[src/sbcp_pkg.sv]
package sbcp_pkg;

  // ---------------------------------------------------------------------------
  // clock and timing
  // ---------------------------------------------------------------------------
  localparam int  CLK_MHZ            = 100;
  localparam int  RESET_TO_DATA_DELAY_US           = 32;
  localparam int  RESET_TO_DATA_DELAY_CYCLES       = RESET_TO_DATA_DELAY_US * CLK_MHZ;
  localparam real TRIG_LOW_US        = 0.32;
  localparam int  TRIG_LOW_CYCLES    = int'($ceil(TRIG_LOW_US * CLK_MHZ));
  localparam int  EXT_CLK_MAX_MHZ    = 100;
  localparam int  TAIL_CLOCKS        = 100;
  localparam int  WAKE_GAP_CYCLES    = 4;

  // ---------------------------------------------------------------------------
  // serial phase lengths in bits
  // ---------------------------------------------------------------------------
  localparam int  WAKE_BITS          = 8;
  localparam int  CMD_BITS           = 8;
  localparam int  ADDR_BITS          = 24;

  // ---------------------------------------------------------------------------
  // flash commands
  // ---------------------------------------------------------------------------
  localparam logic [7:0] FLASH_CMD_WAKE = 8'hAB;
  localparam logic [7:0] FLASH_CMD_READ = 8'h03;

  // ---------------------------------------------------------------------------
  // internal clock ratio codes
  // ---------------------------------------------------------------------------
  localparam logic [1:0] CFG_CLK_RATIO_FULL    = 2'h0;
  localparam logic [1:0] CFG_CLK_RATIO_HALF    = 2'h1;
  localparam logic [1:0] CFG_CLK_RATIO_QUARTER = 2'h2;
  localparam logic [1:0] CFG_CLK_RATIO_EIGHTH  = 2'h3;

  typedef enum logic [3:0] {
    ST_IDLE   = 4'h0,
    ST_WAIT   = 4'h1,
    ST_WAKE   = 4'h2,
    ST_GAP    = 4'h3,
    ST_CMD    = 4'h4,
    ST_ADDR   = 4'h5,
    ST_DUMMY  = 4'h6,
    ST_STREAM = 4'h7,
    ST_PASV   = 4'h8,
    ST_TAIL   = 4'h9,
    ST_DONE   = 4'hA
  } sbcp_state_t;

endpackage

[src/sbcp_config_port.sv]
`timescale 1ns/1ps
module sbcp_config_port #(
  parameter logic [23:0] START_ADDR = 24'h00_0000,
  parameter int          DUMMY_BITS = 8
) (
  input  wire logic       core_clk,
  input  wire logic       reset,
  input  wire logic       cfgResetN,
  input  wire logic       deviceSelect,
  input  wire logic       activeModeSel,
  input  wire logic [1:0] clkRatioSel,
  input  wire logic       useExtClock,
  input  wire logic       externalCfgClockPin,
  input  wire logic       configSerialClockIn,
  output logic            configSerialClockOut,
  output logic            configSerialClockOe,
  input  wire logic       flashSelectNIn,
  output logic            flashSelectNOut,
  output logic            flashSelectNOe,
  input  wire logic       configDataIn,
  output logic            flashCmdOut,
  output logic            flashCmdOe,
  input  wire logic       bitstreamDone,
  output logic [7:0]      cfgByte,
  output logic            cfgByteValid,
  output logic            cfgBusy,
  output logic            cfgDone,
  output logic            cfgAbort
);

  // ---------------------------------------------------------------------------
  // state and helpers
  // ---------------------------------------------------------------------------
  sbcp_pkg::sbcp_state_t state_r, state_nxt;

  logic [5:0]  trigLowCnt_r;
  logic        resetNPrev_r;
  logic        modeActive_r;
  logic        extSrc_r;
  logic [1:0]  ratio_r;
  logic [11:0] waitCnt_r;
  logic [4:0]  bitCnt_r;
  logic [6:0]  tailCnt_r;
  logic [31:0] txShift_r;
  logic [7:0]  rxShift_r;
  logic        extPrev_r;
  logic        sckInPrev_r;
  logic        divTick;
  logic        extEdge;
  logic        edgeTick;
  logic        riseEdge;
  logic        fallEdge;
  logic        pasvRise;
  logic        sampleEdge;
  logic        trigStart;
  logic        abortNow;

  function automatic logic isClocked(input sbcp_pkg::sbcp_state_t s);
    isClocked = (s == sbcp_pkg::ST_WAKE) || (s == sbcp_pkg::ST_CMD) ||
                (s == sbcp_pkg::ST_ADDR) || (s == sbcp_pkg::ST_DUMMY) ||
                (s == sbcp_pkg::ST_STREAM);
  endfunction

  function automatic logic isLast(input logic [4:0] cnt, input int len);
    isLast = (cnt == 5'(len - 1));
  endfunction

  // ---------------------------------------------------------------------------
  // trigger and strap capture
  // ---------------------------------------------------------------------------
  assign trigStart = cfgResetN && !resetNPrev_r &&
                     (trigLowCnt_r == 6'(sbcp_pkg::TRIG_LOW_CYCLES));

  always_ff @(posedge core_clk) begin
    if (reset) begin
      trigLowCnt_r <= 6'h00;
      resetNPrev_r <= 1'b1;
    end else begin
      resetNPrev_r <= cfgResetN;
      if (cfgResetN)
        trigLowCnt_r <= 6'h00;
      else if (trigLowCnt_r != 6'(sbcp_pkg::TRIG_LOW_CYCLES))
        trigLowCnt_r <= trigLowCnt_r + 6'h01;
    end
  end

  always_ff @(posedge core_clk) begin
    if (reset) begin
      modeActive_r <= 1'b0;
      extSrc_r     <= 1'b0;
      ratio_r      <= sbcp_pkg::CFG_CLK_RATIO_FULL;
    end else if (trigStart) begin
      modeActive_r <= activeModeSel;
      extSrc_r     <= useExtClock;
      ratio_r      <= clkRatioSel;
    end
  end

  // ---------------------------------------------------------------------------
  // serial clock edges
  // ---------------------------------------------------------------------------
  sbcp_clk_div u_div (
    .core_clk (core_clk),
    .reset    (reset),
    .run      (isClocked(state_r) && !extSrc_r),
    .ratioSel (ratio_r),
    .tick     (divTick)
  );

  // external pin is ignored unless selected as the source
  assign extEdge    = externalCfgClockPin != extPrev_r;
  assign edgeTick   = extSrc_r ? extEdge : divTick;
  assign riseEdge   = isClocked(state_r) && edgeTick && !configSerialClockOut;
  assign fallEdge   = isClocked(state_r) && edgeTick && configSerialClockOut;
  assign pasvRise   = !sckInPrev_r && configSerialClockIn && !flashSelectNIn;
  assign sampleEdge = (state_r == sbcp_pkg::ST_PASV || state_r == sbcp_pkg::ST_TAIL) ?
                      pasvRise : riseEdge;

  always_ff @(posedge core_clk) begin
    if (reset) begin
      extPrev_r   <= 1'b0;
      sckInPrev_r <= 1'b1;
    end else begin
      extPrev_r   <= externalCfgClockPin;
      sckInPrev_r <= configSerialClockIn;
    end
  end

  // ---------------------------------------------------------------------------
  // sequencer
  // ---------------------------------------------------------------------------
  assign abortNow = cfgResetN && !trigStart && !deviceSelect &&
                    state_r != sbcp_pkg::ST_IDLE && state_r != sbcp_pkg::ST_DONE;

  always_comb begin
    state_nxt = state_r;
    if (trigStart) begin
      state_nxt = sbcp_pkg::ST_WAIT;
    end else if (!cfgResetN || abortNow) begin
      state_nxt = sbcp_pkg::ST_IDLE;
    end else begin
      case (state_r)
        sbcp_pkg::ST_IDLE: state_nxt = sbcp_pkg::ST_IDLE;
        sbcp_pkg::ST_WAIT: begin
          if (waitCnt_r == 12'(sbcp_pkg::RESET_TO_DATA_DELAY_CYCLES - 1))
            state_nxt = modeActive_r ? sbcp_pkg::ST_WAKE : sbcp_pkg::ST_PASV;
        end
        sbcp_pkg::ST_WAKE: begin
          if (riseEdge && isLast(bitCnt_r, sbcp_pkg::WAKE_BITS))
            state_nxt = sbcp_pkg::ST_GAP;
        end
        sbcp_pkg::ST_GAP: begin
          if (waitCnt_r == 12'(sbcp_pkg::WAKE_GAP_CYCLES - 1))
            state_nxt = sbcp_pkg::ST_CMD;
        end
        sbcp_pkg::ST_CMD: begin
          if (riseEdge && isLast(bitCnt_r, sbcp_pkg::CMD_BITS))
            state_nxt = sbcp_pkg::ST_ADDR;
        end
        sbcp_pkg::ST_ADDR: begin
          if (riseEdge && isLast(bitCnt_r, sbcp_pkg::ADDR_BITS))
            state_nxt = sbcp_pkg::ST_DUMMY;
        end
        sbcp_pkg::ST_DUMMY: begin
          if (riseEdge && isLast(bitCnt_r, DUMMY_BITS))
            state_nxt = sbcp_pkg::ST_STREAM;
        end
        sbcp_pkg::ST_STREAM: begin
          if (bitstreamDone)
            state_nxt = sbcp_pkg::ST_DONE;
        end
        sbcp_pkg::ST_PASV: begin
          if (bitstreamDone)
            state_nxt = sbcp_pkg::ST_TAIL;
        end
        sbcp_pkg::ST_TAIL: begin
          if (tailCnt_r == 7'(sbcp_pkg::TAIL_CLOCKS))
            state_nxt = sbcp_pkg::ST_DONE;
        end
        sbcp_pkg::ST_DONE: state_nxt = sbcp_pkg::ST_DONE;
        default:           state_nxt = sbcp_pkg::ST_IDLE;
      endcase
    end
  end

  always_ff @(posedge core_clk) begin
    if (reset)
      state_r <= sbcp_pkg::ST_IDLE;
    else
      state_r <= state_nxt;
  end

  // wait timer for the start delay and the post-wake gap
  always_ff @(posedge core_clk) begin
    if (reset || state_nxt != state_r)
      waitCnt_r <= 12'h000;
    else if (state_r == sbcp_pkg::ST_WAIT || state_r == sbcp_pkg::ST_GAP)
      waitCnt_r <= waitCnt_r + 12'h001;
  end

  always_ff @(posedge core_clk) begin
    if (reset || state_nxt != state_r) begin
      bitCnt_r  <= 5'h00;
      tailCnt_r <= 7'h00;
    end else if (sampleEdge) begin
      bitCnt_r  <= bitCnt_r + 5'h01;
      if (state_r == sbcp_pkg::ST_TAIL && tailCnt_r != 7'(sbcp_pkg::TAIL_CLOCKS))
        tailCnt_r <= tailCnt_r + 7'h01;
    end
  end

  // ---------------------------------------------------------------------------
  // active-mode shifter and pins
  // ---------------------------------------------------------------------------
  always_ff @(posedge core_clk) begin
    if (reset) begin
      txShift_r   <= 32'h0000_0000;
      flashCmdOut <= 1'b0;
    end else if (state_nxt != state_r) begin
      case (state_nxt)
        sbcp_pkg::ST_WAKE: txShift_r <= {sbcp_pkg::FLASH_CMD_WAKE, 24'h00_0000};
        sbcp_pkg::ST_CMD:  txShift_r <= {sbcp_pkg::FLASH_CMD_READ, 24'h00_0000};
        sbcp_pkg::ST_ADDR: txShift_r <= {START_ADDR, 8'h00};
        default:           txShift_r <= 32'h0000_0000;
      endcase
    end else if (fallEdge) begin
      flashCmdOut <= txShift_r[31];
      txShift_r   <= {txShift_r[30:0], 1'b0};
    end
  end

  always_ff @(posedge core_clk) begin
    if (reset)
      configSerialClockOut <= 1'b1;
    else if (isClocked(state_r) && edgeTick)
      configSerialClockOut <= !configSerialClockOut;
    else if (!isClocked(state_r))
      configSerialClockOut <= 1'b1;
  end

  always_ff @(posedge core_clk) begin
    if (reset) begin
      configSerialClockOe <= 1'b0;
      flashSelectNOut     <= 1'b1;
      flashSelectNOe      <= 1'b0;
      flashCmdOe          <= 1'b0;
    end else begin
      configSerialClockOe <= isClocked(state_nxt) || state_nxt == sbcp_pkg::ST_GAP;
      flashSelectNOut     <= !isClocked(state_nxt);
      flashSelectNOe      <= isClocked(state_nxt) || state_nxt == sbcp_pkg::ST_GAP;
      flashCmdOe          <= isClocked(state_nxt) || state_nxt == sbcp_pkg::ST_GAP;
    end
  end

  // ---------------------------------------------------------------------------
  // byte assembly and status
  // ---------------------------------------------------------------------------
  always_ff @(posedge core_clk) begin
    if (reset) begin
      rxShift_r    <= 8'h00;
      cfgByte      <= 8'h00;
      cfgByteValid <= 1'b0;
    end else begin
      cfgByteValid <= 1'b0;
      if (sampleEdge && (state_r == sbcp_pkg::ST_STREAM || state_r == sbcp_pkg::ST_PASV)) begin
        rxShift_r <= {rxShift_r[6:0], configDataIn};
        if (bitCnt_r[2:0] == 3'h7) begin
          cfgByte      <= {rxShift_r[6:0], configDataIn};
          cfgByteValid <= 1'b1;
        end
      end
    end
  end

  always_ff @(posedge core_clk) begin
    if (reset) begin
      cfgBusy  <= 1'b0;
      cfgDone  <= 1'b0;
      cfgAbort <= 1'b0;
    end else begin
      cfgBusy  <= state_nxt != sbcp_pkg::ST_IDLE && state_nxt != sbcp_pkg::ST_DONE;
      cfgDone  <= state_nxt == sbcp_pkg::ST_DONE;
      cfgAbort <= abortNow;
    end
  end
endmodule // sbcp_config_port

[src/sbcp_clk_div.sv]
`timescale 1ns/1ps
module sbcp_clk_div (
  input  wire logic       core_clk,
  input  wire logic       reset,
  input  wire logic       run,
  input  wire logic [1:0] ratioSel,
  output logic            tick
);

  logic [2:0] count_r;

  // half period of the serial clock, in core cycles minus one
  function automatic logic [2:0] halfLimit(input logic [1:0] sel);
    case (sel)
      sbcp_pkg::CFG_CLK_RATIO_FULL:    halfLimit = 3'h0;
      sbcp_pkg::CFG_CLK_RATIO_HALF:    halfLimit = 3'h1;
      sbcp_pkg::CFG_CLK_RATIO_QUARTER: halfLimit = 3'h3;
      default:                         halfLimit = 3'h7;
    endcase
  endfunction

  always_ff @(posedge core_clk) begin
    if (reset || !run) begin
      count_r <= 3'h0;
      tick    <= 1'b0;
    end else if (count_r == halfLimit(ratioSel)) begin
      count_r <= 3'h0;
      tick    <= 1'b1;
    end else begin
      count_r <= count_r + 3'h1;
      tick    <= 1'b0;
    end
  end

endmodule // sbcp_clk_div

[config.mk]
export PLATFORM = sky130hd
export DESIGN_NAME = sbcp_config_port
export DESIGN_NICKNAME = d
export VERILOG_FILES = /design/src/sbcp_pkg.sv /design/src/sbcp_config_port.sv /design/src/sbcp_clk_div.sv
export SDC_FILE = /design/constraint.sdc
export NUM_CORES = 1
export LEC_CHECK = 0
export BUFFER_PORTS_ARGS = -buffer_cell sky130_fd_sc_hd__buf_2
export CAP_MARGIN = 20
export CORE_MARGIN = 3
export CORE_UTILIZATION = 53
export DETAILED_ROUTE_END_ITERATION = 8
export PLACE_DENSITY = 0.87
export REMOVE_ABC_BUFFERS = 1
export SLEW_MARGIN = 20
export SYNTH_ARGS = -nofsm -noshare
export SYNTH_HDL_FRONTEND = slang
export SYNTH_SLANG_ARGS = --single-unit
export TNS_END_PERCENT = 20
[constraint.sdc]
create_clock -name core_clk -period 3.2 [get_ports core_clk]
set_clock_uncertainty 0.1 [all_clocks]
set_input_delay 0.32 -clock core_clk [delete_from_list [all_inputs] [get_ports core_clk]]
set_output_delay 0.32 -clock core_clk [all_outputs]
set_load 0.01 [all_outputs]
# Word level (Yosys, flattened, before mapping)
# Cells that the tools add are included.
op_classes:
  add_sub_neg: 5
  n_eq_ne: 34
  muxes: 24
  bitwise_logic: 2
  n_reduce_logical: 52
op_table:
  columns: ["cell", "n"]
  rows:
  - ["$mux 32", 2]
  - ["$pmux 32 s2", 1]
  - ["$mux 4", 12]
  - ["$pmux 4 s10", 1]
  - ["$eq 4x3->1 const B", 8]
  - ["$logic_and 1x1->1", 17]
  - ["$eq 4x2->1 const B", 4]
  - ["$eq 4x4->1 const B", 4]
  - ["$logic_or 1x1->1", 15]
  - ["$add 12x1->12 const B", 1]
  - ["$eq 12x12->1 const B", 1]
  - ["$eq 12x2->1 const B", 1]
  - ["$logic_not 1->1", 10]
  - ["$pmux 3 s3", 1]
  - ["$ne 4x4->1 const B", 2]
  - ["$reduce_bool 4->1", 2]
  - ["$add 7x1->7 const B", 1]
  - ["$eq 7x7->1 const B", 1]
  - ["$ne 7x7->1 const B", 1]
  - ["$add 6x1->6 const B", 1]
  - ["$eq 6x6->1 const B", 1]
  - ["$mux 1", 6]
  - ["$ne 6x6->1 const B", 1]
  - ["$reduce_and 2->1", 3]
  - ["other kinds (17)", 20]
word_totals:
  reg_bits: 100
  input_bits: 13
  output_inout_bits: 18
  elab_cells: 141

# Depth between registers and ports, before layout
depth:
  depth_word: 18
  ltp_mapped: 13
  mapped_depth_nobuf: 9

# Cells and area by module
# From an unflattened synthesis, not the netlist that was laid out.
unflattened:
  cells_unflattened: 386
  hier_area_um2: 3538.4
modules_own_cells:
  columns: ["mod", "instances", "cells_each", "area_per_inst_um2", "seq_area_each_um2"]
  rows:
  - ["sbcp_config_port", 1, 368, 3345.7, 1441.4]
  - ["sbcp_clk_div", 1, 18, 192.7, 80.1]

# Least setup slack after synthesis
# Ideal clock, no wire load.
synth_path:
  path_kind: "register -> register"
  from: "reg trigLowCnt_r[0]"
  to: "reg txShift_r[25]"
  setup_time_ps: 73
  t_arrival_ps: 2796
  required_time_ps: 3027
  path_slack_ps: 230
  stages_incl_launch_ff: 14
  n_path_buf: 4
  period_less_slack_ps: 2970
  cell_sequence: "dfxtp_1 -> inv_1 -> ha_1 -> and4bb_1 -> and3_1 -> buf_6 -> or4_4 -> buf_6 -> a21oi_2 -> mux2i_2 -> or4_1 -> buf_2 -> buf_6 -> o22ai_2"
synth_via:
  elab_chain_len: 13
  elab_cells_between_ends: 16
  cone_classes: "eq/ne (4); mux (4); reduce/logical (8)"
synth_lines:
  columns: ["element", "line", "source"]
  rows:
  - ["start, declared", "sbcp_config_port.sv:36", "logic [5:0] trigLowCnt_r;"]
  - ["start signal, assigned", "sbcp_config_port.sv:83", "trigLowCnt_r <= trigLowCnt_r + 6'h01;"]
  - ["$eq 6x6->1 *", "sbcp_config_port.sv:72", "(trigLowCnt_r == 6'(sbcp_pkg::TRIG_LOW_CYCLES));"]
  - ["$logic_and 1x1->1 *", "sbcp_config_port.sv:71", "assign trigStart = cfgResetN && !resetNPrev_r &&"]
  - ["$logic_not 1->1", "sbcp_config_port.sv:132", "assign abortNow = cfgResetN && !trigStart && !deviceSelect &&"]
  - ["$logic_and 1x1->1 (3 in series)", "sbcp_config_port.sv:132", null]
  - ["$logic_and 1x1->1", "sbcp_config_port.sv:133", "state_r != sbcp_pkg::ST_IDLE && state_r != sbcp_pkg::ST_DONE;"]
  - ["$logic_or 1x1->1", "sbcp_config_port.sv:139", "end else if (!cfgResetN || abortNow) begin"]
  - ["$mux 4", "sbcp_config_port.sv:139", null]
  - ["$mux 4 *", "sbcp_config_port.sv:137", "if (trigStart) begin"]
  - ["$eq 4x3->1 / $eq 4x2->1 (equally long branches)", "sbcp_config_port.sv:220", "case (state_nxt)"]
  - ["$pmux 32 s2", "sbcp_config_port.sv:220", null]
  - ["$mux 32", "sbcp_config_port.sv:219", "end else if (state_nxt != state_r) begin"]
  - ["end signal, assigned", "sbcp_config_port.sv:221", "sbcp_pkg::ST_WAKE: txShift_r <= {sbcp_pkg::FLASH_CMD_WAKE, 24'h00_0000};"]
  - ["end signal, assigned", "sbcp_config_port.sv:222", "sbcp_pkg::ST_CMD: txShift_r <= {sbcp_pkg::FLASH_CMD_READ, 24'h00_0000};"]
  - ["end signal, assigned", "sbcp_config_port.sv:223", "sbcp_pkg::ST_ADDR: txShift_r <= {START_ADDR, 8'h00};"]
  - ["end, declared", "sbcp_config_port.sv:44", "logic [31:0] txShift_r;"]
# Every way passes the cells marked *; elsewhere a longest branch is shown, timed or not.
# A chain may end at the register's enable or synchronous reset.

# Worst setup path after layout
layout_path:
  from: "reg trigLowCnt_r[0]"
  to: "reg txShift_r[31]"
# The elaborated chain is that of the path after synthesis.

==> results.txt <==
CTS placed an instance of clkbuf_8 at the clock tree root. The average size of a mapped cell came out at approximately 9 sq um. After detailed routing, the number of vias per cell comes to 5.73. The insertion delay to the later sink of the worst-skew pair is 0.35 ns. After clock tree synthesis, the clock-pin slew on the worst setup and hold paths is 0.08 ns.

The core outline area is 6420 sq um. The final hold violation count is 0. In this run the critical register-to-register path is launched from trigLowCnt_r[0]. The gate family responsible for the most delay along the worst path is simple AND/OR/NAND/NOR gates. The path category of the worst min-delay check is input pin to flip-flop. The pin count of the biggest net entering global routing is 33. The total routing resource utilization after global routing came out at between 15 and 20%. The routed length per instance came out at about 14 microns. Among all flip-flop cells after synthesis, the most frequent one is dfxtp_1. The total of warnings raised by yosys is 0. STA classifies the critical path endpoint as a flip-flop. By count the netlist is led by dfxtp_1 (76), nor2_1 (65), mux2i_1 (28). The run finished with clean final reports. The number of violations of the max-capacitance limit came out at 0. The initial antenna violation count is 0.

STA classifies the critical path startpoint as a flip-flop. The post-route clock period utilization came out at a little over nine tenths. The die covers between 7000 and 8000 sq um. The area fraction of the dominant cell type after synthesis is 43.0%. The length of the first detailed-routing pass in iterations is 4. The H-tree was split into 3 levels. The vertical die dimension came out at around 88 microns.

Counting flops with an async set or reset pin after synthesis yields a share of 0%. The detailed placer's ending HPWL came out at approximately 5 mm. Counting cells, the worst reg-to-reg path comes to 10. The power density normalized to cell area came out at between 400 and 500 nW/um^2.

The remaining global-route overflow is 0. The antenna violation net count after detailed routing came out at 0. The placed instance area came out at 3710 sq um. Row generation in the floorplan step produced 29 rows. In this run the most critical hold path is launched from configSerialClockIn. The worst voltage drop across the vdd grid came out at roughly 340 uV.

Headroom to the max-slew limit came out at between 50 and 60%. The residual DRC count is 0. The highest fanout seen on the critical path came out at 32.

Walking the worst path, the cells encountered are inv_1 -> ha_1 -> and4bb_1 -> and3_1 -> or4_4 -> a31o_2 -> mux2i_2 -> or4_1 -> buf_4 -> o21ai_0. The starting DRC count in detailed routing came out at approximately 200. Ranked by total cell area, the synthesized netlist is headed by dfxtp_1 (43%), mux2i_1 (7.9%), nor2_1 (6.9%). The hold path depth came out at 2.

The count of buffers inserted at the top-level ports is 30. The weighted congestion at the end of routability-driven global placement came out at 0.899. The layout has about 550 filler cells. The flip-flop and latch count after synthesis is 76.

The final count of pins violating max slew came out at 0. The type of the setup path with the least slack is flip-flop to flip-flop. The endpoint identified for the worst register-to-register timing path is txShift_r[31]. TritonCTS built the clock tree. The worst-case setup margin in the final layout is between 0.15 and 0.2 ns. STA puts the critical path data arrival time at around 3.2 ns. The I/O pin count is 31. The final instance area is just under 4000 sq um. The via count of the first global-routing pass is ~2,800.

Setup repair after global routing left no endpoint under its margin. The transition at the pin with the smallest max-transition slack is between 0.6 and 0.7 ns. The number of clock buffers added by TritonCTS is 9.

The worst setup timing slack at the placement stage came out at around 0.21 ns. After detailed routing, the total wire length is approximately 7.1 mm. The die is approximately 88 microns wide.

The worst-path cell with the longest stage delay is or4_4. The signed area change from the synthesized netlist to the final layout came out at 10.0%. The number of sinks driven by the clock tree came out at 76.

Across all register-to-register paths, the minimum setup slack is approximately 0.16 ns. The count of inserted antenna diode cells came out at 0. The net count of the finished layout is around 440. Counting flops with a built-in enable in the synthesized netlist gives 0. The post-layout minimum cycle time is between 3 and 4 ns. Across all hold checks on the routed design, the worst slack comes to between 0.07 and 0.08 ns.

At the worst endpoint, the required time is ~3.3 ns. For this run, the slowest stage of the critical path takes ~0.6 ns. The cell leakage power came out at between 1.5 and 2 nW. The share of cells above drive strength 1 is between 10% and 20%. The most used standard cell by instance count after synthesis is dfxtp_1. The mapped netlist covers approximately 3500 sq um. The effective utilization at floorplan came out at between 50 and 60%. The number of library cell types mapped by synthesis came out at 56. The portion of the post-synthesis area used by sequential elements is a little over two fifths.

Setup total negative slack on the finished layout was measured at 0 ns. dfxtp_1 takes more of the synthesized area than any other cell. The number of endpoints failing setup at the final stage came out at 0. The buffering stage count on the worst path with inverters included came out at 2. The fmax came out at around 330 MHz. The endpoint of the worst hold-timing path is sckInPrev_r.

The longest clock path from root to sink contains 2 buffers. The gate count after technology mapping came out at 394. The first global-routing pass estimated 12.0 mm of wire. The overall via count from detail_route is 2,871.
worst max path at each step:
stage               endpoint  slack (ns)            start  depth (start not counted)
6_report       txShift_r[31]        0.16  trigLowCnt_r[0]                         10
5_1_grt        txShift_r[27]      0.0007  trigLowCnt_r[0]                         10
4_1_cts        txShift_r[31]        0.15  trigLowCnt_r[0]                         10
3_5_place_dp   txShift_r[27]        0.21  trigLowCnt_r[0]                         10
3_3_place_gp   txShift_r[31]        0.33  trigLowCnt_r[0]                         10
2_1_floorplan  txShift_r[27]        0.08  trigLowCnt_r[0]                          9
power by group:
part           switching (mW)  internal (mW)
clock                   0.342          0.353
combinational          0.0244         0.0120
sequential            0.00154          0.948
total                   0.368           1.31
placed cells by master, fill, tap and decap left out, types with 2 or more instances in the layout:
cell type / instances
dfxtp_1: 76
nor3_1: 12
nand4_1: 9
a41oi_1: 2
nand3_1: 14
or3_1: 2
or4_1: 2
nor3b_1: 3
nand2_1: 24
buf_2: 30
o311ai_0: 2
a21oi_1: 13
o21a_1: 2
nor4bb_1: 4
xor2_1: 16
nor2_1: 65
buf_4: 6
o21ai_1: 2
xnor2_1: 11
mux2i_1: 28
clkinv_2: 3
and2_1: 6
and4_1: 4
o31ai_1: 3
a211oi_1: 5
clkbuf_8: 9
nor2b_1: 4
nand2b_1: 3
and3_1: 10
o21ai_0: 8
ha_1: 8
o211ai_1: 2
or2_2: 2
inv_1: 10
what timing repair did:
action / 4_1_cts / 5_1_grt
endpoints found under the setup margin: 0 / 9
hold buffers: 0 / 0
resized for setup: 0 / 1
buffers inserted: 0 / 0
flip-flops by register name (all words and copies together), names as in the netlist, 2 cells and up:
register,flops
tailCnt_r,7
bitCnt_r,5
waitCnt_r,12
u_div.count_r,3
state_r,4
trigLowCnt_r,6
txShift_r,8
cfgByte,8
ratio_r,2
rxShift_r,7
cell families after synthesis:
| kind of cell | share of synthesized area (%) |
|---|---|
| XOR/XNOR | 6.68 |
| buffers and inverters | 4.59 |
| multiplexers | 8.30 |
| adder cells (fa/ha/maj) | 2.83 |
| flip-flops | 43.0 |
| AND/OR/NAND/NOR | 24.6 |
| AO/OA/AOI/OAI | 10.1 |
cell type report:
| type | count | area, sq um | area share [%] |
|---|---|---|---|
| multi-input combinational | 287 | 1860 | 47.8 |
| tap | 77 | 96.3 | 2.47 |
| clock buffer | 10 | 128 | 3.28 |
| sequential | 76 | 1520 | 39.1 |
| timing repair buffer | 36 | 195 | 5.01 |
| inverter | 10 | 37.5 | 0.964 |
| clock inverter | 5 | 53.8 | 1.38 |
worst register-to-register path, delay by kind of cell, from the launching register on:
family / cells / cell delay [ns]
fa+ha+maj: 1 / 0.20
mux: 1 / 0.26
simple gates: 4 / 1.20
flops: 1 / 0.34
buf+inv: 2 / 0.39
compound gates: 2 / 0.41
metal layers:
metal	global-route usage [%]	vias to the layer above	part of all wire, %
met5	0	-	0
met3	6.49	17	7.3
met2	33.0	95	48
met1	22.9	1327	42
li1	-	1432	-
met4	8.37	0	1.9
stage by stage:
step / utilization, % / cells / power (mW)
after global routing: 60.6 / 501 / 1.74
after floorplan: - / 373 / 0.987
final: 60.6 / 501 / 1.68
after global placement: 57.7 / 486 / 1.01
after CTS: 60.5 / 501 / 1.70
after detailed placement: 57.7 / 486 / 1.01
(Power assumes the default switching activity.)
